`src/drms_pkg.sv`:
```
package drms_pkg;
	localparam int unsigned ADDR_W = 14;
	localparam int unsigned LOW_W = 13;
	localparam int unsigned IO_W = 11;
	localparam int unsigned WAIT_W = 3;
	localparam int unsigned MODE_W = 3;
	localparam int unsigned IRQ_W = 8;
	localparam int unsigned MST_W = 8;
	localparam int unsigned AXI_AW = 8;
	// Register byte offsets.
	localparam logic [7:0] OFF_SYSCTL = 8'h00;
	localparam logic [7:0] OFF_OVLAY = 8'h04;
	localparam logic [7:0] OFF_WAIT = 8'h08;
	localparam logic [7:0] OFF_CMSCFG = 8'h0c;
	localparam logic [7:0] OFF_MODE_STAT = 8'h10;
	localparam logic [7:0] OFF_STATUS = 8'h14;
	localparam logic [7:0] OFF_IRQMASK = 8'h18;
	// Field positions.
	localparam int unsigned SYS_FLAG_OUT = 0;
	localparam int unsigned SYS_FLAG_DIR = 1;
	localparam int unsigned SYS_BYTE_DIS = 3;
	localparam int unsigned OVL_PM_LSB = 0;
	localparam int unsigned OVL_DM_LSB = 4;
	localparam int unsigned WT_D_LSB = 0;
	localparam int unsigned WT_IO_LSB = 4;
	localparam int unsigned WT_IO_STEP = 4;
	localparam int unsigned WT_P_LSB = 20;
	localparam int unsigned IO_REG_LSB = 9;
	localparam int unsigned MODE_A = 0;
	localparam int unsigned MODE_B = 1;
	localparam int unsigned MODE_C = 2;
	localparam int unsigned COMP_PROG = 0;
	localparam int unsigned COMP_DATA = 1;
	localparam int unsigned COMP_BYTE = 2;
	localparam int unsigned COMP_IO = 3;
	localparam int unsigned ST_MODE_LSB = 0;
	localparam int unsigned ST_BOOT = 3;
	localparam int unsigned ST_RUN = 4;
	localparam int unsigned ST_GRANT = 5;
	localparam int unsigned ST_REFUSED = 6;
	localparam int unsigned ST_FLAG = 7;
	// Values.
	localparam logic [1:0] OVL_INT = 2'h0;
	localparam logic [1:0] OVL_EXT1 = 2'h1;
	localparam logic [1:0] OVL_EXT2 = 2'h2;
	localparam logic [3:0] COMP_CFG_RESET = 4'hb;
	localparam logic [13:0] FETCH_ADDR = 14'h0000;
	localparam logic [1:0] RESP_OKAY = 2'h0;
	localparam logic [1:0] RESP_SLVERR = 2'h2;
	typedef enum logic [1:0] {
		SP_PM = 2'h0,
		SP_DM = 2'h1,
		SP_BM = 2'h2,
		SP_IO = 2'h3
	} drms_space_e;
	typedef enum logic [2:0] {
		BT_RESET = 3'h1,
		BT_BOOT = 3'h2,
		BT_RUN = 3'h4
	} drms_boot_e;
	typedef enum logic [2:0] {
		AC_IDLE = 3'h1,
		AC_STROBE = 3'h2,
		AC_GRANT = 3'h4
	} drms_acc_e;
	typedef struct packed {
		drms_space_e space;
		logic write;
		logic [13:0] addr;
	} drms_req_s;
	typedef struct packed {
		logic program_memory_select_n;
		logic data_memory_select_n;
		logic byte_memory_select_n;
		logic io_space_select_n;
		logic composite_select_n;
	} drms_sel_s;
endpackage

```
`src/drms_pin_sync.sv`:
```
`timescale 1ns/1ps
`default_nettype none
module drms_pin_sync #(
	parameter int unsigned W = 5,
	parameter int unsigned STRAP_W = 3
) (
	// Clock and reset.
	input wire logic aclk,
	input wire logic aresetn,
	// Pins and results.
	input wire logic [W-1:0] pin,
	output logic [W-1:0] pin_sync,
	output logic [STRAP_W-1:0] strap_q
);
	logic [W-1:0] meta_q;

	always_ff @(posedge aclk) begin
		meta_q <= pin;
		pin_sync <= meta_q;
	end

	// Straps follow the synchronised pins only while reset is low, then freeze.
	always_ff @(posedge aclk) begin
		if (!aresetn) begin
			strap_q <= pin_sync[STRAP_W-1:0];
		end
	end

	strap_hold_a: assert property (@(posedge aclk) aresetn |=> $stable(strap_q))
		else $error("strap changed outside reset");
endmodule
`default_nettype wire

```
`src/drms_wait_count.sv`:
```
`timescale 1ns/1ps
`default_nettype none
module drms_wait_count #(
	parameter int unsigned W = 3
) (
	// Clock and reset.
	input wire logic aclk,
	input wire logic aresetn,
	// Control.
	input wire logic load,
	input wire logic [W-1:0] load_val,
	output logic zero
);
	logic [W-1:0] cnt_q;

	always_ff @(posedge aclk) begin
		if (!aresetn) begin
			cnt_q <= '0;
		end else if (load) begin
			cnt_q <= load_val;
		end else if (cnt_q != '0) begin
			cnt_q <= cnt_q - W'(1);
		end
	end

	assign zero = (cnt_q == '0);

	count_down_a: assert property (@(posedge aclk) disable iff (!aresetn)
		!load && !zero |=> cnt_q == $past(cnt_q) - W'(1))
		else $error("wait counter did not step down");
endmodule
`default_nettype wire

```
`src/drms_top.sv`:
```
`timescale 1ns/1ps
`default_nettype none
module drms_top #(
	parameter int unsigned PM_WORDS = 16384,
	parameter int unsigned DM_USER_WORDS = 16352
) (
	// Clock and reset.
	input wire logic aclk,
	input wire logic aresetn,
	// AXI4-Lite slave.
	input wire logic [drms_pkg::AXI_AW-1:0] s_axi_awaddr,
	input wire logic s_axi_awvalid,
	output logic s_axi_awready,
	input wire logic [31:0] s_axi_wdata,
	input wire logic [3:0] s_axi_wstrb,
	input wire logic s_axi_wvalid,
	output logic s_axi_wready,
	output logic [1:0] s_axi_bresp,
	output logic s_axi_bvalid,
	input wire logic s_axi_bready,
	input wire logic [drms_pkg::AXI_AW-1:0] s_axi_araddr,
	input wire logic s_axi_arvalid,
	output logic s_axi_arready,
	output logic [31:0] s_axi_rdata,
	output logic [1:0] s_axi_rresp,
	output logic s_axi_rvalid,
	input wire logic s_axi_rready,
	// Mode straps and shared flag pin.
	input wire logic mode_a_pin,
	input wire logic mode_b_pin,
	input wire logic shared_flag_pin_i,
	output logic shared_flag_pin_o,
	output logic shared_flag_pin_oe,
	// Core side.
	input wire logic boot_done,
	output logic stack_clear_q,
	output logic [drms_pkg::IRQ_W-1:0] int_mask_q,
	output logic [drms_pkg::MST_W-1:0] mode_status_q,
	output logic fetch_start_q,
	output logic [drms_pkg::ADDR_W-1:0] fetch_addr_q,
	input wire drms_pkg::drms_req_s req,
	input wire logic req_valid,
	output logic req_ready_q,
	output logic done_q,
	output logic err_q,
	// External memory bus.
	input wire logic bus_req_pin,
	output logic bus_grant_q,
	output logic [drms_pkg::ADDR_W-1:0] ext_addr_q,
	output drms_pkg::drms_sel_s sel_q,
	output logic sel_oe_q
);
	logic [4:0] pin_s;
	logic [drms_pkg::MODE_W-1:0] mode_q;
	logic bus_req_s;
	logic flag_s;
	logic [31:0] sysctl_q;
	logic [31:0] ovlay_q;
	logic [31:0] wait_q;
	logic [3:0] comp_cfg_q;
	logic refused_q;
	drms_pkg::drms_boot_e boot_q;
	drms_pkg::drms_acc_e acc_q;
	logic [7:0] awaddr_q;
	logic [7:0] araddr_q;
	logic aw_full_q;
	logic w_full_q;
	logic [31:0] wdata_q;
	logic [3:0] wstrb_q;
	logic aw_hs;
	logic w_hs;
	logic ar_hs;
	logic do_write;
	logic accept;
	logic is_ext;
	logic host;
	logic refuse;
	logic [1:0] ovl;
	logic [drms_pkg::WAIT_W-1:0] wait_n;
	logic cnt_zero;
	logic [3:0] act;
	logic [4:0] h_cnt;
	logic [drms_pkg::WAIT_W-1:0] h_wait;

	function automatic logic [31:0] merge(input logic [31:0] old, input logic [31:0] nw,
		input logic [3:0] strb);
		logic [31:0] r;
		r = old;
		for (int i = 0; i < 4; i++) begin
			if (strb[i]) begin
				r[i*8 +: 8] = nw[i*8 +: 8];
			end
		end
		return r;
	endfunction

	function automatic logic hit(input logic [7:0] a, input logic [7:0] off);
		return a[7:2] == off[7:2];
	endfunction

	drms_pin_sync #(.W(5), .STRAP_W(drms_pkg::MODE_W)) u_sync (
		.aclk(aclk),
		.aresetn(aresetn),
		.pin({bus_req_pin, shared_flag_pin_i, shared_flag_pin_i, mode_b_pin, mode_a_pin}),
		.pin_sync(pin_s),
		.strap_q(mode_q)
	);
	assign bus_req_s = pin_s[4];
	assign flag_s = pin_s[3];
	assign host = mode_q[drms_pkg::MODE_C];

	// The pin is released through reset so an outside strap driver can win.
	always_ff @(posedge aclk) begin
		if (!aresetn) begin
			shared_flag_pin_oe <= 1'b0;
			shared_flag_pin_o <= 1'b0;
		end else begin
			shared_flag_pin_oe <= sysctl_q[drms_pkg::SYS_FLAG_DIR];
			shared_flag_pin_o <= sysctl_q[drms_pkg::SYS_FLAG_OUT];
		end
	end

	// AXI write path: address and data are held separately, in either order.
	assign aw_hs = s_axi_awvalid && s_axi_awready;
	assign w_hs = s_axi_wvalid && s_axi_wready;
	assign ar_hs = s_axi_arvalid && s_axi_arready;
	assign do_write = aw_full_q && w_full_q && !s_axi_bvalid;

	always_ff @(posedge aclk) begin
		if (!aresetn) begin
			aw_full_q <= 1'b0;
			w_full_q <= 1'b0;
			s_axi_awready <= 1'b0;
			s_axi_wready <= 1'b0;
			awaddr_q <= 8'h00;
			wdata_q <= 32'h0000_0000;
			wstrb_q <= 4'h0;
		end else begin
			if (aw_hs) begin
				aw_full_q <= 1'b1;
				awaddr_q <= s_axi_awaddr;
			end else if (do_write) begin
				aw_full_q <= 1'b0;
			end
			if (w_hs) begin
				w_full_q <= 1'b1;
				wdata_q <= s_axi_wdata;
				wstrb_q <= s_axi_wstrb;
			end else if (do_write) begin
				w_full_q <= 1'b0;
			end
			s_axi_awready <= !(aw_full_q || aw_hs) && !s_axi_bvalid && !do_write;
			s_axi_wready <= !(w_full_q || w_hs) && !s_axi_bvalid && !do_write;
		end
	end

	always_ff @(posedge aclk) begin
		if (!aresetn) begin
			s_axi_bvalid <= 1'b0;
			s_axi_bresp <= drms_pkg::RESP_OKAY;
		end else if (do_write) begin
			s_axi_bvalid <= 1'b1;
			s_axi_bresp <= (awaddr_q > drms_pkg::OFF_IRQMASK) ? drms_pkg::RESP_SLVERR
				: drms_pkg::RESP_OKAY;
		end else if (s_axi_bready) begin
			s_axi_bvalid <= 1'b0;
		end
	end

	always_ff @(posedge aclk) begin
		if (!aresetn) begin
			sysctl_q <= 32'h0000_0000;
		end else if (do_write && hit(awaddr_q, drms_pkg::OFF_SYSCTL)) begin
			sysctl_q <= merge(sysctl_q, wdata_q, wstrb_q) & 32'h0000_000b;
		end
	end

	always_ff @(posedge aclk) begin
		if (!aresetn) begin
			ovlay_q <= 32'h0000_0000;
		end else if (do_write && hit(awaddr_q, drms_pkg::OFF_OVLAY)) begin
			ovlay_q <= merge(ovlay_q, wdata_q, wstrb_q) & 32'h0000_0033;
		end
	end

	always_ff @(posedge aclk) begin
		if (!aresetn) begin
			wait_q <= 32'h0000_0000;
		end else if (do_write && hit(awaddr_q, drms_pkg::OFF_WAIT)) begin
			wait_q <= merge(wait_q, wdata_q, wstrb_q) & 32'h0077_7777;
		end
	end

	always_ff @(posedge aclk) begin
		if (!aresetn) begin
			comp_cfg_q <= drms_pkg::COMP_CFG_RESET;
		end else if (do_write && hit(awaddr_q, drms_pkg::OFF_CMSCFG) && wstrb_q[0]) begin
			comp_cfg_q <= wdata_q[3:0];
		end
	end

	// Reset leaves every interrupt masked and the mode status clear.
	always_ff @(posedge aclk) begin
		if (!aresetn) begin
			mode_status_q <= '0;
			int_mask_q <= '0;
			stack_clear_q <= 1'b1;
		end else begin
			stack_clear_q <= 1'b0;
			if (do_write && hit(awaddr_q, drms_pkg::OFF_MODE_STAT) && wstrb_q[0]) begin
				mode_status_q <= wdata_q[drms_pkg::MST_W-1:0];
			end
			if (do_write && hit(awaddr_q, drms_pkg::OFF_IRQMASK) && wstrb_q[0]) begin
				int_mask_q <= wdata_q[drms_pkg::IRQ_W-1:0];
			end
		end
	end

	// A refusal in the same cycle as the clearing write stays set.
	always_ff @(posedge aclk) begin
		if (!aresetn) begin
			refused_q <= 1'b0;
		end else if (accept && refuse) begin
			refused_q <= 1'b1;
		end else if (do_write && hit(awaddr_q, drms_pkg::OFF_STATUS)
			&& wstrb_q[0] && wdata_q[drms_pkg::ST_REFUSED]) begin
			refused_q <= 1'b0;
		end
	end

	always_ff @(posedge aclk) begin
		if (!aresetn) begin
			s_axi_arready <= 1'b0;
			s_axi_rvalid <= 1'b0;
			s_axi_rdata <= 32'h0000_0000;
			s_axi_rresp <= drms_pkg::RESP_OKAY;
			araddr_q <= 8'h00;
		end else begin
			s_axi_arready <= !ar_hs && !s_axi_rvalid;
			if (ar_hs) begin
				araddr_q <= s_axi_araddr;
				s_axi_rvalid <= 1'b1;
				s_axi_rresp <= drms_pkg::RESP_OKAY;
				unique case (s_axi_araddr[7:2])
					drms_pkg::OFF_SYSCTL[7:2]: s_axi_rdata <= sysctl_q;
					drms_pkg::OFF_OVLAY[7:2]: s_axi_rdata <= ovlay_q;
					drms_pkg::OFF_WAIT[7:2]: s_axi_rdata <= wait_q;
					drms_pkg::OFF_CMSCFG[7:2]: s_axi_rdata <= {28'h0000000, comp_cfg_q};
					drms_pkg::OFF_MODE_STAT[7:2]: s_axi_rdata <= {24'h000000, mode_status_q};
					drms_pkg::OFF_STATUS[7:2]: s_axi_rdata <= {24'h000000, flag_s, refused_q,
						bus_grant_q, boot_q == drms_pkg::BT_RUN,
						boot_q == drms_pkg::BT_BOOT, mode_q};
					drms_pkg::OFF_IRQMASK[7:2]: s_axi_rdata <= {24'h000000, int_mask_q};
					default: begin
						s_axi_rdata <= 32'h0000_0000;
						s_axi_rresp <= drms_pkg::RESP_SLVERR;
					end
				endcase
			end else if (s_axi_rready) begin
				s_axi_rvalid <= 1'b0;
			end
		end
	end

	// Reset never gates the clock, so leaving it costs no settling time.
	always_ff @(posedge aclk) begin
		if (!aresetn) begin
			boot_q <= drms_pkg::BT_RESET;
			fetch_start_q <= 1'b0;
			fetch_addr_q <= drms_pkg::FETCH_ADDR;
		end else begin
			fetch_start_q <= 1'b0;
			unique case (boot_q)
				drms_pkg::BT_RESET: begin
					if (mode_q[drms_pkg::MODE_B]) begin
						boot_q <= drms_pkg::BT_RUN;
						fetch_start_q <= 1'b1;
					end else if (!bus_req_s) begin
						boot_q <= drms_pkg::BT_BOOT;
					end
				end
				drms_pkg::BT_BOOT: begin
					if (boot_done) begin
						boot_q <= drms_pkg::BT_RUN;
						fetch_start_q <= 1'b1;
						fetch_addr_q <= drms_pkg::FETCH_ADDR;
					end
				end
				drms_pkg::BT_RUN: begin
					boot_q <= drms_pkg::BT_RUN;
				end
			endcase
		end
	end

	// Access decode; program and data overlays share one encoding.
	assign ovl = (req.space == drms_pkg::SP_PM) ? ovlay_q[drms_pkg::OVL_PM_LSB +: 2]
		: ovlay_q[drms_pkg::OVL_DM_LSB +: 2];
	always_comb begin
		is_ext = 1'b0;
		wait_n = '0;
		unique case (req.space)
			drms_pkg::SP_PM, drms_pkg::SP_DM: begin
				is_ext = req.addr[drms_pkg::LOW_W]
					&& (ovl == drms_pkg::OVL_EXT1 || ovl == drms_pkg::OVL_EXT2);
				wait_n = (req.space == drms_pkg::SP_PM) ? wait_q[drms_pkg::WT_P_LSB +: 3]
					: wait_q[drms_pkg::WT_D_LSB +: 3];
			end
			drms_pkg::SP_IO: begin
				is_ext = 1'b1;
				wait_n = wait_q[drms_pkg::WT_IO_LSB
					+ drms_pkg::WT_IO_STEP * req.addr[drms_pkg::IO_REG_LSB +: 2] +: 3];
			end
			drms_pkg::SP_BM: begin
				is_ext = 1'b1;
				wait_n = wait_q[drms_pkg::WT_D_LSB +: 3];
			end
		endcase
	end
	// Host mode has only a 16-bit data path, so outside program accesses are refused.
	assign refuse = host && is_ext && req.space == drms_pkg::SP_PM;
	assign accept = acc_q == drms_pkg::AC_IDLE && req_valid && req_ready_q;
	assign act = {req.space == drms_pkg::SP_IO, req.space == drms_pkg::SP_BM,
		req.space == drms_pkg::SP_DM, req.space == drms_pkg::SP_PM};

	drms_wait_count #(.W(drms_pkg::WAIT_W)) u_wait (
		.aclk(aclk),
		.aresetn(aresetn),
		.load(accept && is_ext && !refuse),
		.load_val(wait_n),
		.zero(cnt_zero)
	);

	always_ff @(posedge aclk) begin
		if (!aresetn) begin
			acc_q <= drms_pkg::AC_IDLE;
			req_ready_q <= 1'b0;
			done_q <= 1'b0;
			err_q <= 1'b0;
			bus_grant_q <= 1'b0;
			sel_oe_q <= 1'b1;
			sel_q <= '1;
			ext_addr_q <= '0;
		end else begin
			done_q <= 1'b0;
			err_q <= 1'b0;
			unique case (acc_q)
				drms_pkg::AC_IDLE: begin
					req_ready_q <= !accept && !bus_req_s && boot_q == drms_pkg::BT_RUN;
					if (accept && (!is_ext || refuse)) begin
						done_q <= 1'b1;
						err_q <= refuse;
					end else if (accept) begin
						acc_q <= drms_pkg::AC_STROBE;
						sel_q.program_memory_select_n <= !act[0];
						sel_q.data_memory_select_n <= !act[1];
						sel_q.byte_memory_select_n <= !(act[2]
							&& !sysctl_q[drms_pkg::SYS_BYTE_DIS]);
						sel_q.io_space_select_n <= !act[3];
						sel_q.composite_select_n <= !(|(act & comp_cfg_q));
						unique case (req.space)
							drms_pkg::SP_IO: ext_addr_q <= {3'h0, req.addr[drms_pkg::IO_W-1:0]};
							drms_pkg::SP_BM: ext_addr_q <= req.addr;
							drms_pkg::SP_PM, drms_pkg::SP_DM: ext_addr_q <= host
								? {13'h0000, req.addr[0]}
								: {ovl == drms_pkg::OVL_EXT2, req.addr[drms_pkg::LOW_W-1:0]};
						endcase
					end else if (bus_req_s && !req_ready_q) begin
						acc_q <= drms_pkg::AC_GRANT;
						bus_grant_q <= 1'b1;
						sel_oe_q <= 1'b0;
					end
				end
				drms_pkg::AC_STROBE: begin
					if (cnt_zero) begin
						acc_q <= drms_pkg::AC_IDLE;
						sel_q <= '1;
						done_q <= 1'b1;
					end
				end
				drms_pkg::AC_GRANT: begin
					if (!bus_req_s) begin
						acc_q <= drms_pkg::AC_IDLE;
						bus_grant_q <= 1'b0;
						sel_oe_q <= 1'b1;
					end
				end
			endcase
		end
	end

	always_ff @(posedge aclk) begin
		if (!aresetn || accept) begin
			h_cnt <= 5'h00;
			h_wait <= wait_n;
		end else if (acc_q == drms_pkg::AC_STROBE) begin
			h_cnt <= h_cnt + 5'h01;
		end
	end

	int_one_cycle_a: assert property (@(posedge aclk) disable iff (!aresetn)
		accept && !is_ext |=> done_q && !err_q && sel_q.data_memory_select_n)
		else $error("internal access not one cycle");
	strobe_len_a: assert property (@(posedge aclk) disable iff (!aresetn)
		acc_q == drms_pkg::AC_STROBE ##1 acc_q == drms_pkg::AC_IDLE
		|-> done_q && h_cnt == {2'b00, h_wait} + 5'h01)
		else $error("strobe length differs from wait setting");
	comp_follow_a: assert property (@(posedge aclk) disable iff (!aresetn)
		$fell(sel_q.data_memory_select_n) && $past(comp_cfg_q[drms_pkg::COMP_DATA])
		|-> !sel_q.composite_select_n)
		else $error("composite select missed data select");
	byte_off_a: assert property (@(posedge aclk) disable iff (!aresetn)
		$fell(sel_q.byte_memory_select_n) |-> !$past(sysctl_q[drms_pkg::SYS_BYTE_DIS]))
		else $error("byte select asserted while disabled");
	grant_release_a: assert property (@(posedge aclk) disable iff (!aresetn)
		bus_grant_q |-> !sel_oe_q && sel_q.composite_select_n)
		else $error("selects driven while bus granted");
	reset_clear_a: assert property (@(posedge aclk) !aresetn |=>
		mode_status_q == '0 && int_mask_q == '0 && stack_clear_q)
		else $error("reset did not clear core state");
	comp_reset_a: assert property (@(posedge aclk) !aresetn |=>
		comp_cfg_q == drms_pkg::COMP_CFG_RESET)
		else $error("composite enables wrong after reset");
	host_refuse_a: assert property (@(posedge aclk) disable iff (!aresetn)
		accept && refuse |=> err_q && done_q && sel_q.program_memory_select_n ##1 refused_q)
		else $error("host mode program access not refused");
	boot_gate_a: assert property (@(posedge aclk) disable iff (!aresetn)
		boot_q == drms_pkg::BT_RESET && bus_req_s |=> boot_q != drms_pkg::BT_BOOT)
		else $error("boot began with bus request pending");
	first_fetch_a: assert property (@(posedge aclk) disable iff (!aresetn)
		$rose(boot_q == drms_pkg::BT_RUN) |-> fetch_start_q
		&& fetch_addr_q == drms_pkg::FETCH_ADDR)
		else $error("first fetch not from location zero");
	io_upper_a: assert property (@(posedge aclk) disable iff (!aresetn)
		accept && req.space == drms_pkg::SP_IO |=> ext_addr_q[13:11] == 3'h0)
		else $error("io upper address bits driven");
	ovl_a13_a: assert property (@(posedge aclk) disable iff (!aresetn)
		accept && !host && is_ext && ovl == drms_pkg::OVL_EXT2
		&& req.space == drms_pkg::SP_PM |=> ext_addr_q[13])
		else $error("overlay two did not raise A13");
endmodule
`default_nettype wire

```
`config.mk`:
```
export PLATFORM = sky130hd
export DESIGN_NAME = drms_top
export DESIGN_NICKNAME = d
export VERILOG_FILES = /design/src/drms_pkg.sv /design/src/drms_pin_sync.sv /design/src/drms_wait_count.sv /design/src/drms_top.sv
export SDC_FILE = /design/constraint.sdc
export NUM_CORES = 1
export LEC_CHECK = 0
export BUFFER_PORTS_ARGS = -buffer_cell sky130_fd_sc_hd__clkbuf_2
export CAP_MARGIN = 20
export CELL_PAD_IN_SITES_DETAIL_PLACEMENT = 0
export CELL_PAD_IN_SITES_GLOBAL_PLACEMENT = 1
export CORE_UTILIZATION = 41
export DETAILED_ROUTE_END_ITERATION = 12
export HOLD_SLACK_MARGIN = 0.08
export PLACE_DENSITY = 0.82
export SLEW_MARGIN = 30
export SYNTH_ARGS = -nofsm -noshare
export SYNTH_HDL_FRONTEND = slang
export SYNTH_SLANG_ARGS = --single-unit
```
`constraint.sdc`:
```
create_clock -name aclk -period 4.25 [get_ports aclk]
set_input_delay 0.2125 -clock aclk [delete_from_list [all_inputs] [get_ports aclk]]
set_output_delay 0.2125 -clock aclk [all_outputs]
set_load 0.01 [all_outputs]
```
## Word-level counts from Yosys, hierarchy flattened

Cells that the tools add are included.

- Add/subtract/negate cells: 2
- Multipliers: 0
- Divide/modulo/power cells: 0
- $lt $le $gt $ge: 1
- Equality and inequality tests: 32
- Shift operators: 1
- Multiplexer cells: 51
- Bitwise operators: 2
- Reduce and logical (&&, ||, !) cells: 84

Operators with widths:

| operator | count |
|---|---|
| case mux 23 bit (7 select lines) | 1 |
| case mux 14 bit (3 select lines) | 1 |
| equality test 6 x 3 -> 1 bit, second input constant | 6 |
| logical AND 1 bit | 35 |
| two-way mux 3 bit | 11 |
| variable part select 32 x 6 -> 3 bit | 1 |
| case mux 3 bit (3 select lines) | 3 |
| equality test 6 x 2 -> 1 bit, second input constant | 4 |
| two-way mux 1 bit | 22 |
| logical NOT 1 bit | 17 |
| nonzero test 2 bit | 8 |
| two-way mux 5 bit | 3 |
| two-way mux 14 bit | 1 |
| equality test 6 x 1 -> 1 bit, second input constant | 2 |
| logical NOT 6 bit | 2 |
| inequality test 2 bit, second input constant | 6 |
| AND reduction 2 bit | 6 |
| case mux 1 bit (2 select lines) | 5 |
| case mux 5 bit (2 select lines) | 1 |
| greater-than comparator 8 x 5 -> 1 bit, second input constant | 1 |
| AND reduction 4 bit | 2 |
| OR reduction 7 bit | 1 |
| equality test 2 bit, second input constant | 3 |
| equality test 3 x 1 -> 1 bit, second input constant | 2 |
| other kinds (19) | 29 |

- Bits in registers: 173
- Latch bits: 0
- Memory bits (writable): 0
- Memory bits (read-only): 0
- Input bits: 82
- Output and inout port bits: 99
- Word-level logic and storage cells: 216
- Memories kept: 0

## Logic depth before layout (Yosys ltp)

Gate-level depths: netlist (run 1).

- Depth after elaboration: 12
- Mapped depth: 10
- Depth with buffers taken out: 7

## Cells and area by module

Synthesis (run 1) repeated with hierarchy kept, for this count alone.

- Cells, all modules: 700
- Area total of the unflattened synthesis: 6383.6 um^2

Modules (own cells, without submodules):

| module | times used | cells an instance | area each (um^2) | sequential area each (um^2) |
|---|---|---|---|---|
| drms_top | 1 | 664 | 5884.4 | 2802.7 |
| drms_pin_sync | 1 | 14 | 294.0 | 290.3 |
| drms_wait_count | 1 | 22 | 205.2 | 60.1 |

## Least setup slack after synthesis (run 1)

Ideal clock, no wire load.

- Path type: input port to flip-flop
- Start point: input req[15] (netlist name)
- End point: register u_wait.cnt_q[0]
- Setup time: 116 ps
- Arrival time: 2339 ps
- Required time: 4134 ps
- Setup slack: 1794 ps
- Stages: 10
- Path buffers: 3
- Cell sequence: buf_2 or2_2 clkbuf_1 mux2_2 ha_1 nor2b_1 a21o_1 clkbuf_1 nand2_1 a31o_2

- Longest elaborated chain between the ends: 11
- Elaborated cells on any way between the ends: 21
- Classes of those cells: eq/ne (5); mux (5); reduce/logical (11)

Ends and longest elaborated chain:

| element | line | RTL |
|---|---|---|
| start, declared | drms_top.sv:41 | `input wire drms_pkg::drms_req_s req,` |
| logical NOT 2 bit | n/a |  |
| two-way mux 2 bit | drms_top.sv:297 | `assign ovl = (req.space == drms_pkg::SP_PM) ? ovlay_q[drms_pkg::OVL_PM_LSB +: 2]` |
| equality test 2 x 1 -> 1 bit or equality test 2 bit (tied branches) | drms_top.sv:305 | `&& (ovl == drms_pkg::OVL_EXT1 \|\| ovl == drms_pkg::OVL_EXT2);` |
| logical OR 1 bit | drms_top.sv:305 |  |
| logical AND 1 bit | drms_top.sv:305 |  |
| case mux 1 bit (2 select lines) | drms_top.sv:302 | `unique case (req.space)` |
| logical AND 1 bit (2 in series) | drms_top.sv:321 | `assign refuse = host && is_ext && req.space == drms_pkg::SP_PM;` |
| logical NOT 1 bit | drms_top.sv:329 | `.load(accept && is_ext && !refuse),` |
| logical AND 1 bit | drms_top.sv:329 |  |
| two-way mux 3 bit or nonzero test 2 bit (tied branches) | n/a |  |
| end signal, assigned | drms_wait_count.sv:20 | `cnt_q <= load_val;` |
| end signal, assigned | drms_wait_count.sv:22 | `cnt_q <= cnt_q - W'(1);` |
| end, declared | drms_wait_count.sv:14 | `logic [W-1:0] cnt_q;` |

Several ways; a longest one is shown, not always the timed one.
A chain may end at the register's enable or synchronous reset.

## Final worst setup path (run 1)

- Start point: input req[16] (netlist name)
- End point: register acc_q[0]

- Longest elaborated chain between the ends: 12
- Elaborated cells on any way between the ends: 19
- Classes of those cells: eq/ne (6); mux (2); reduce/logical (11)

Ends and longest elaborated chain:

| element | line | RTL |
|---|---|---|
| logical NOT 2 bit | drms_top.sv:297, drms_top.sv:302, drms_top.sv:321 |  |
| two-way mux 2 bit | drms_top.sv:297 |  |
| equality test 2 x 1 -> 1 bit or equality test 2 bit (tied branches) | drms_top.sv:305 |  |
| logical OR 1 bit | drms_top.sv:305 |  |
| logical AND 1 bit | drms_top.sv:305 |  |
| case mux 1 bit (2 select lines) | drms_top.sv:302 |  |
| logical AND 1 bit (2 in series) | drms_top.sv:321 |  |
| logical OR 1 bit * | drms_top.sv:350 | `if (accept && (!is_ext \|\| refuse)) begin` |
| logical AND 1 bit * | drms_top.sv:350 |  |
| inequality test 2 bit (no line) * | n/a |  |
| AND reduction 4 bit (no line) * | n/a |  |
| end signal, assigned | drms_top.sv:354 | `acc_q <= drms_pkg::AC_STROBE;` |
| end signal, assigned | drms_top.sv:369 | `acc_q <= drms_pkg::AC_GRANT;` |
| end signal, assigned | drms_top.sv:376 | `acc_q <= drms_pkg::AC_IDLE;` |
| end, declared | drms_top.sv:63 | `drms_pkg::drms_acc_e acc_q;` |

Every way passes the cells marked *; elsewhere a longest branch is shown, timed or not.

==> impl_results.md, run 1 <==
* Status: finished, final reports clean
* Post-DP HPWL at 11900 um
* Hold WS at 101 ps
* Clk root buf: clkbuf_16
* Post-Layout Cell Count at 1071
* Clock Power Share at 44.6%
* CTS HTree Levels at 4
* # fillers at 1412
* # hold bufs at CTS at 47
* Syn Inst Count at 715
* Met3 Use GR at 4.36%
* Relative slew slack at 39.4%
* Pwr dens at 410 nW/um^2
* Fin util at 53.2%
* Gate power share at 9.3%
* Syn avg cell area at 8.96 um^2
* Routability cong. at 0.846
* Final clock skew at 6.83 ps
* Switching Fraction at 23.9%
* DRC at 0
* Maxcap violations at 0
* Clock-pin slew on the worst setup and hold paths at 60 ps
* Layer carrying the most global-route usage: met2
* 1st-pass router iterations at 4
* Cells along the critical path: clkbuf_2 -> or2_2 -> mux2_2 -> ha_1 -> nor2b_1 -> a21o_1 -> a311oi_1 -> or3_1
* Setup violators final at 0
* Predominant post-synthesis flop cell: dfxtp_1
* Routed len/inst at 15.6 um
* Period utilization at 59.7%
* Starting Density at 42.2%
* Fin. max-slew vios at 0
* EDFF count, synth at 3
* Full die area at 16100 um^2
* Total Routing Usage GR at 21.1%
* Hold Fails Final Rpt at 0
* Mapped Area at 6410 um^2
* Clock Path Buffers at 2
* Area growth, synth to finish at 26.2%
* Core area at 15200 um^2
* Setup TNS at 0 ps
* CP Class: primary input to flip-flop
* RSZ-0062 raised after global routing: no
* #FFs+latches synth at 154
* TritonCTS Buffers at 17
* Placed insts at 992
* Final net count at 955
* Met2 Use GR at 35.8%
* Least-Margin Pin Slew at 909 ps
* Drt total wl at 16700 um
* NetSw at 794 uW
* Post-synthesis sequential area ratio at 48.6%
* Clock Latency Late Sink at 420 ps
* Worst Path Buf+Inv at 1
* Arrival time at the worst endpoint at 2840 ps
* Die X-Extent at 127 um
* Row count at 45
* Syn. warnings at 0
* Pin count of the biggest net entering global routing at 45
* Leakage at 0.00332 uW
* Total global routing overflow at 0
* Die Y at 127 um
* Reg power frac at 46.1%
* Drt initial violations at 423
* Startpoint Class: primary input
* CTS resizes at 0
* Synth async-reset ratio at 0%
* CTS tree: yes
* Max incr delay on CP at 630 ps
* # diodes at 0
* Largest fanout on the critical path at 22
* Critical-path top delay cell: a21o_1
* Vias at 5660
* ANT nets after route at 0
* Post-CTS Repair Setup Buffers at 0
* First-pass GRT wire length at 26700 um
* Antenna violations before repair at 0
* Tmin final at 2540 ps
* Worst setup EP type: flip-flop
* WP data required at 4550 ps
* Ports at 181
* CTS Sinks at 154
* Vias/cell at 5.28
* VDD IR max at 0.291 mV
* Share of cells above drive strength 1 at 22.5%
* Port Buffer Count at 136
* Vias in the first global route at 5325
* Cell family with most CP delay: simple AND/OR/NAND/NOR gates
* Fmax at 394 MHz
* Internal cell power at 2530 uW
* Netlist cell types at 60
* Met1 usage at 26.3%
* Worst hold path class: primary input to flip-flop
cell type report:
type / count / area (um^2) / area share [%]
sequential: 154 / 3110 / 38.5
clock buffer: 21 / 462 / 5.71
multi-input combinational: 497 / 2920 / 36.1
clock inverter: 11 / 120 / 1.48
tap: 188 / 235 / 2.91
inverter: 11 / 41.3 / 0.510
timing repair buffer: 189 / 1200 / 14.8
cells in the mapped netlist, drive strengths merged, types with 4 or more instances:
master,number,area [um^2]
nand3,34,170
nand2,113,424
a22o,15,131
buf,46,305
a21oi,59,295
nor3b,5,42.5
o22ai,4,25.0
nand4,14,87.6
nor3,5,36.3
a31o,7,61.3
nand2b,9,56.3
or3,4,25.0
mux2,10,113
a32o,5,50.1
nor2,25,93.8
inv,11,41.3
mux2i,24,240
nor2b,7,43.8
a21o,4,30.0
o211ai,6,45.0
nor4,9,68.8
clkbuf,34,128
a31oi,5,31.3
nor4b,5,73.8
dfxtp,151,3020
a211oi,7,52.6
o21ai,53,265
nand3b,6,45.0
routing by layer:
metal  up-vias  wire, um
met5         -         0
met4         0       303
met3        24       752
met2       162      7930
met1      2670      7740
li1       2804         -
final timing paths:
path / depth (start not counted) / to / from / slack (ps)
worst min-delay path: 3 / fetch_start_q / boot_done / 100
worst max-delay path: 8 / acc_q[0] / req[16] / 1710
worst min register to register: 0 / u_sync.pin_sync[3] / u_sync.meta_q[3] / 330
worst max register to register: 6 / acc_q[0] / ovlay_q[1] / 1830
registers in the layout (all words and copies together) (netlist names), 3 cells and up:
register         count
s_axi_rdata         20
wdata_q             20
wait_q              18
ext_addr_q          14
awaddr_q             8
int_mask_q           8
mode_status_q        8
sel_q                5
comp_cfg_q           4
ovlay_q              4
u_sync.meta_q        4
u_sync.pin_sync      4
acc_q                3
boot_q               3
sysctl_q             3
u_sync.strap_q       3
u_wait.cnt_q         3
wstrb_q              3
placed cells by master (no fill, tap or decap), types with 9 or more instances in the layout:
cell           synthesis  final
dfxtp_1              151    151
mux2i_1               24     24
nand2_1              113    113
clkbuf_2               0    136
a22o_1                15     15
inv_1                 11     10
nand4_1               14     14
conb_1                 1     28
nor2_1                25     25
mux2_2                10     10
clkbuf_16              0     18
a21oi_1               59     59
o21ai_0               51     51
dlygate4sd3_1          0     47
nand2b_1               9      9
nand3_1               34     34
cell families after synthesis:
| group | synth area share, % |
|---|---|
| muxes | 5.86 |
| adders and majority gates | 0.586 |
| xor gates and xnor gates | 0.273 |
| AOI/OAI and AO/OA | 17.4 |
| other | 0.0585 |
| DFF | 48.6 |
| buffers and inverters | 7.40 |
| and+or+nand+nor | 19.8 |
power by group through the flow:
stage,combinational [uW],sequential [uW],clock (uW)
detailed placement,274,1560,0
floorplan,213,1550,0
CTS,309,1530,1510
global route,342,1540,1580
global placement,264,1560,0
finish,308,1530,1480
worst reg2reg max path, cell delays in order (launching register included):
cell and delay [ps]:
dfxtp_1 330, mux2_2 270, ha_1 270, nor2b_1 200
a21o_1 630, a311oi_1 220, or3_1 390
per-stage QoR:
step / area, um^2 / worst slack, ps / total power [uW]
after floorplan: 6510 / 1790 / 1770
after global placement: 7040 / 1380 / 1820
after detailed placement: 7040 / 1290 / 1840
after CTS: 8090 / 1710 / 3350
after global routing: 8090 / 1560 / 3460
final: 8090 / 1710 / 3320
Note: power is estimated with default switching activity, not from simulation.
==> run 2: changes to the inputs <==
CORE_UTILIZATION = 35   (was 41)
PLACE_DENSITY = 0.74   (was 0.82)
clock period = 2.2 ns   (was 4.25 ns; I/O delays follow)
==> run 2 against run 1 <==
Cell count increased by 6.0%. Via count shrank 1.6%. Non-clock buffer count is 23 higher. Clock power up 96%. Clock skew about the same. Worst setup slack worse by 1400 ps. Sequential power rose by 93%. Die area is 17% higher. Register-to-register slack lost 1500 ps. Worst hold slack gained 55 ps. Largest cell class unchanged.
==> impl_results.md, run 2 (synthesized netlist as in run 1, its figures left out) <==
* Startpoint Class: flip-flop (was primary input)
* Maxcap violations at 0 (unchanged)
* Clock Latency Late Sink at 430 ps (was 420 ps)
* Max incr delay on CP at 350 ps (was 630 ps)
* ANT nets after route at 0 (unchanged)
* Largest regs: s_axi_rdata: 20 flops, wdata_q: 20 flops, wait_q: 18 flops (unchanged)
* Dpl cell area at 7270 um^2 (was 7040 um^2)
* Hold WS at 156 ps (was 101 ps)
* Fmax at 530 MHz
* Pin count of the biggest net entering global routing at 83 (was 45)
* Worst R2R Setup Slack at 310 ps (was 1830 ps)
* Relative slew slack at 45.0% (was 39.4%)
* Cells along the critical path: mux2_2 -> ha_1 -> nor2b_2 -> a21o_1 -> a311oi_1 -> or3_1 (was clkbuf_2 -> or2_2 -> mux2_2 -> ha_1 -> nor2b_1 -> a21o_1 -> a311oi_1 -> or3_1)
* Die Y at 137 um (was 127 um)
* DRC at 0 (unchanged)
* Largest fanout on the critical path at 4 (was 22)
* TritonCTS Buffers at 17 (unchanged)
* Setup violators final at 0 (unchanged)
* Pwr dens at 772 nW/um^2 (was 410 nW/um^2)
* # fillers at 1790 (was 1412)
* CTS tree: yes (unchanged)
* Fin. max-slew vios at 0 (unchanged)
* Commonest non-fill, non-tap cells in the layout: 151 x dfxtp_1, 136 x clkbuf_2, 113 x nand2_1 (unchanged)
* Worst Hold End: aw_full_q (was fetch_start_q)
* Worst reg2reg path startpoint: ovlay_q[5] (was ovlay_q[1])
* 1st-pass router iterations at 6 (was 4)
* Hold Fails Final Rpt at 0 (unchanged)
* Min-delay src: s_axi_awvalid (was boot_done)
* Area growth, synth to finish at 31.2% (was 26.2%)
* Vias/cell at 4.91 (was 5.28)
* Tmin final at 1890 ps
* Drt initial violations at 252 (was 423)
* Least-Margin Pin Slew at 822 ps (was 909 ps)
* Drt total wl at 17400 um (was 16700 um)
* VDD IR max at 0.550 mV (was 0.291 mV)
* Arrival time at the worst endpoint at 2190 ps (was 2840 ps)
* Worst setup EP type: flip-flop (unchanged)
* Clock-pin slew on the worst setup and hold paths at 60 ps (about the same)
* Share of cells above drive strength 1 at 24.3% (was 22.5%)
* Starting Density at 35.7% (was 42.2%)
* Vias in the first global route at 5232 (was 5325)
* Total global routing overflow at 0 (unchanged)
* Setup TNS at 0 ps (unchanged)
* Hold Path Depth at 3 (unchanged)
* WP data required at 2510 ps (was 4550 ps)
* Period utilization at 85.8%
* Row count at 49 (was 45)
* Reg2reg path depth at 6 (unchanged)
* Design area at 8410 um^2 (was 8090 um^2)
* Status: finished, final reports clean (unchanged)
* Leakage at 0.00345 uW (was 0.00332 uW)
* CP Class: flip-flop to flip-flop (was primary input to flip-flop)
* Routed len/inst at 15.3 um (was 15.6 um)
* Fin util at 46.8% (was 53.2%)
* Post-DP HPWL at 12300 um (was 11900 um)
* Critical-path top delay cell: or3_1 (was a21o_1)
* CTS Sinks at 154 (unchanged)
* First-pass GRT wire length at 27400 um (was 26700 um)
* RSZ-0062 raised after global routing: no (unchanged)
* Vias at 5572 (was 5660)
* Antenna violations before repair at 0 (unchanged)
* Most common cell after layout, fill and taps aside: dfxtp_1 (unchanged)
* Final net count at 978 (was 955)
* Core area at 18000 um^2 (was 15200 um^2)
* Clock Path Buffers at 2 (unchanged)
* Ports at 181 (unchanged)
* CTS HTree Levels at 4 (unchanged)
* Full die area at 18900 um^2 (was 16100 um^2)
* # diodes at 0 (unchanged)
* Total Routing Usage GR at 19.2% (was 21.1%)
* Die X-Extent at 137 um (was 127 um)
* Worst reg2reg endpoint: acc_q[0] (unchanged)
* Final clock skew at 7.09 ps (was 6.83 ps)
* Clk root buf: clkbuf_16 (unchanged)
* Routability cong. at 0.799 (was 0.846)
* Port Buffer Count at 136 (unchanged)
* Worst hold path class: primary input to flip-flop (unchanged)
[run 2: worst max path at each step]
stage                           from               to  slack [ps]  cells after the start
after floorplan              req[15]  u_wait.cnt_q[0]          20                     10
after global placement       req[15]         acc_q[0]         120                      8
after detailed placement     req[15]         acc_q[0]         100                      8
after CTS                 ovlay_q[5]         acc_q[0]         320                      6
after global routing      ovlay_q[5]  u_wait.cnt_q[2]         200                      7
final                     ovlay_q[5]         acc_q[0]         310                      6
[run 2: report_power, final]
group | switching, uW | total (uW) | internal, uW
registers | 71.4 | 2960 | 2880
logic | 339 | 635 | 295
clock network | 1160 | 2900 | 1740
total | 1570 | 6490 | 4920
[run 2: layout make-up]
cell class	instances	area, um^2	area share (%)
inverters	11	41.3	0.491
clock buffers	22	507	6.03
flip-flops and latches	154	3110	37.0
repair buffers	212	1440	17.1
well taps	229	287	3.41
multi-input cells	497	2940	34.9
clock inverters	10	87.6	1.04
[run 2: what timing repair did]
action | 4_1_cts | 5_1_grt
hold buffers | 54 | 0
endpoints found under the setup margin | 0 | 0
resized for setup | 0 | 0
endpoints found under the hold margin | 54 | 0
setup buffers | 0 | 0
[run 2: critical path, delay by kind of cell (launching register included)]
kind / cells / cell delay (ps)
AO/OA/AOI/OAI: 2 / 360
AND/OR/NAND/NOR: 2 / 520
flip-flops: 1 / 330
adder cells (fa/ha/maj): 1 / 280
multiplexers: 1 / 280
[run 2: metal layers]
| layer | track usage, % | wire (um) | vias to the layer above |
|---|---|---|---|
| met2 | 30.9 | 8170 | 113 |
| met4 | 6.29 | 214 | 0 |
| li1 | - | - | 2852 |
| met3 | 3.35 | 602 | 16 |
| met5 | 0 | 0 | - |
| met1 | 25.8 | 8380 | 2591 |
[run 2: stage by stage]
stage / setup slack (ps) / power [uW] / cells
2_1_floorplan: 15.7 / 3410 / 742
3_5_place_dp: 104 / 3580 / 1049
6_report: 313 / 6490 / 1135
3_3_place_gp: 115 / 3570 / 1049
5_1_grt: 202 / 6750 / 1135
4_1_cts: 315 / 6550 / 1135
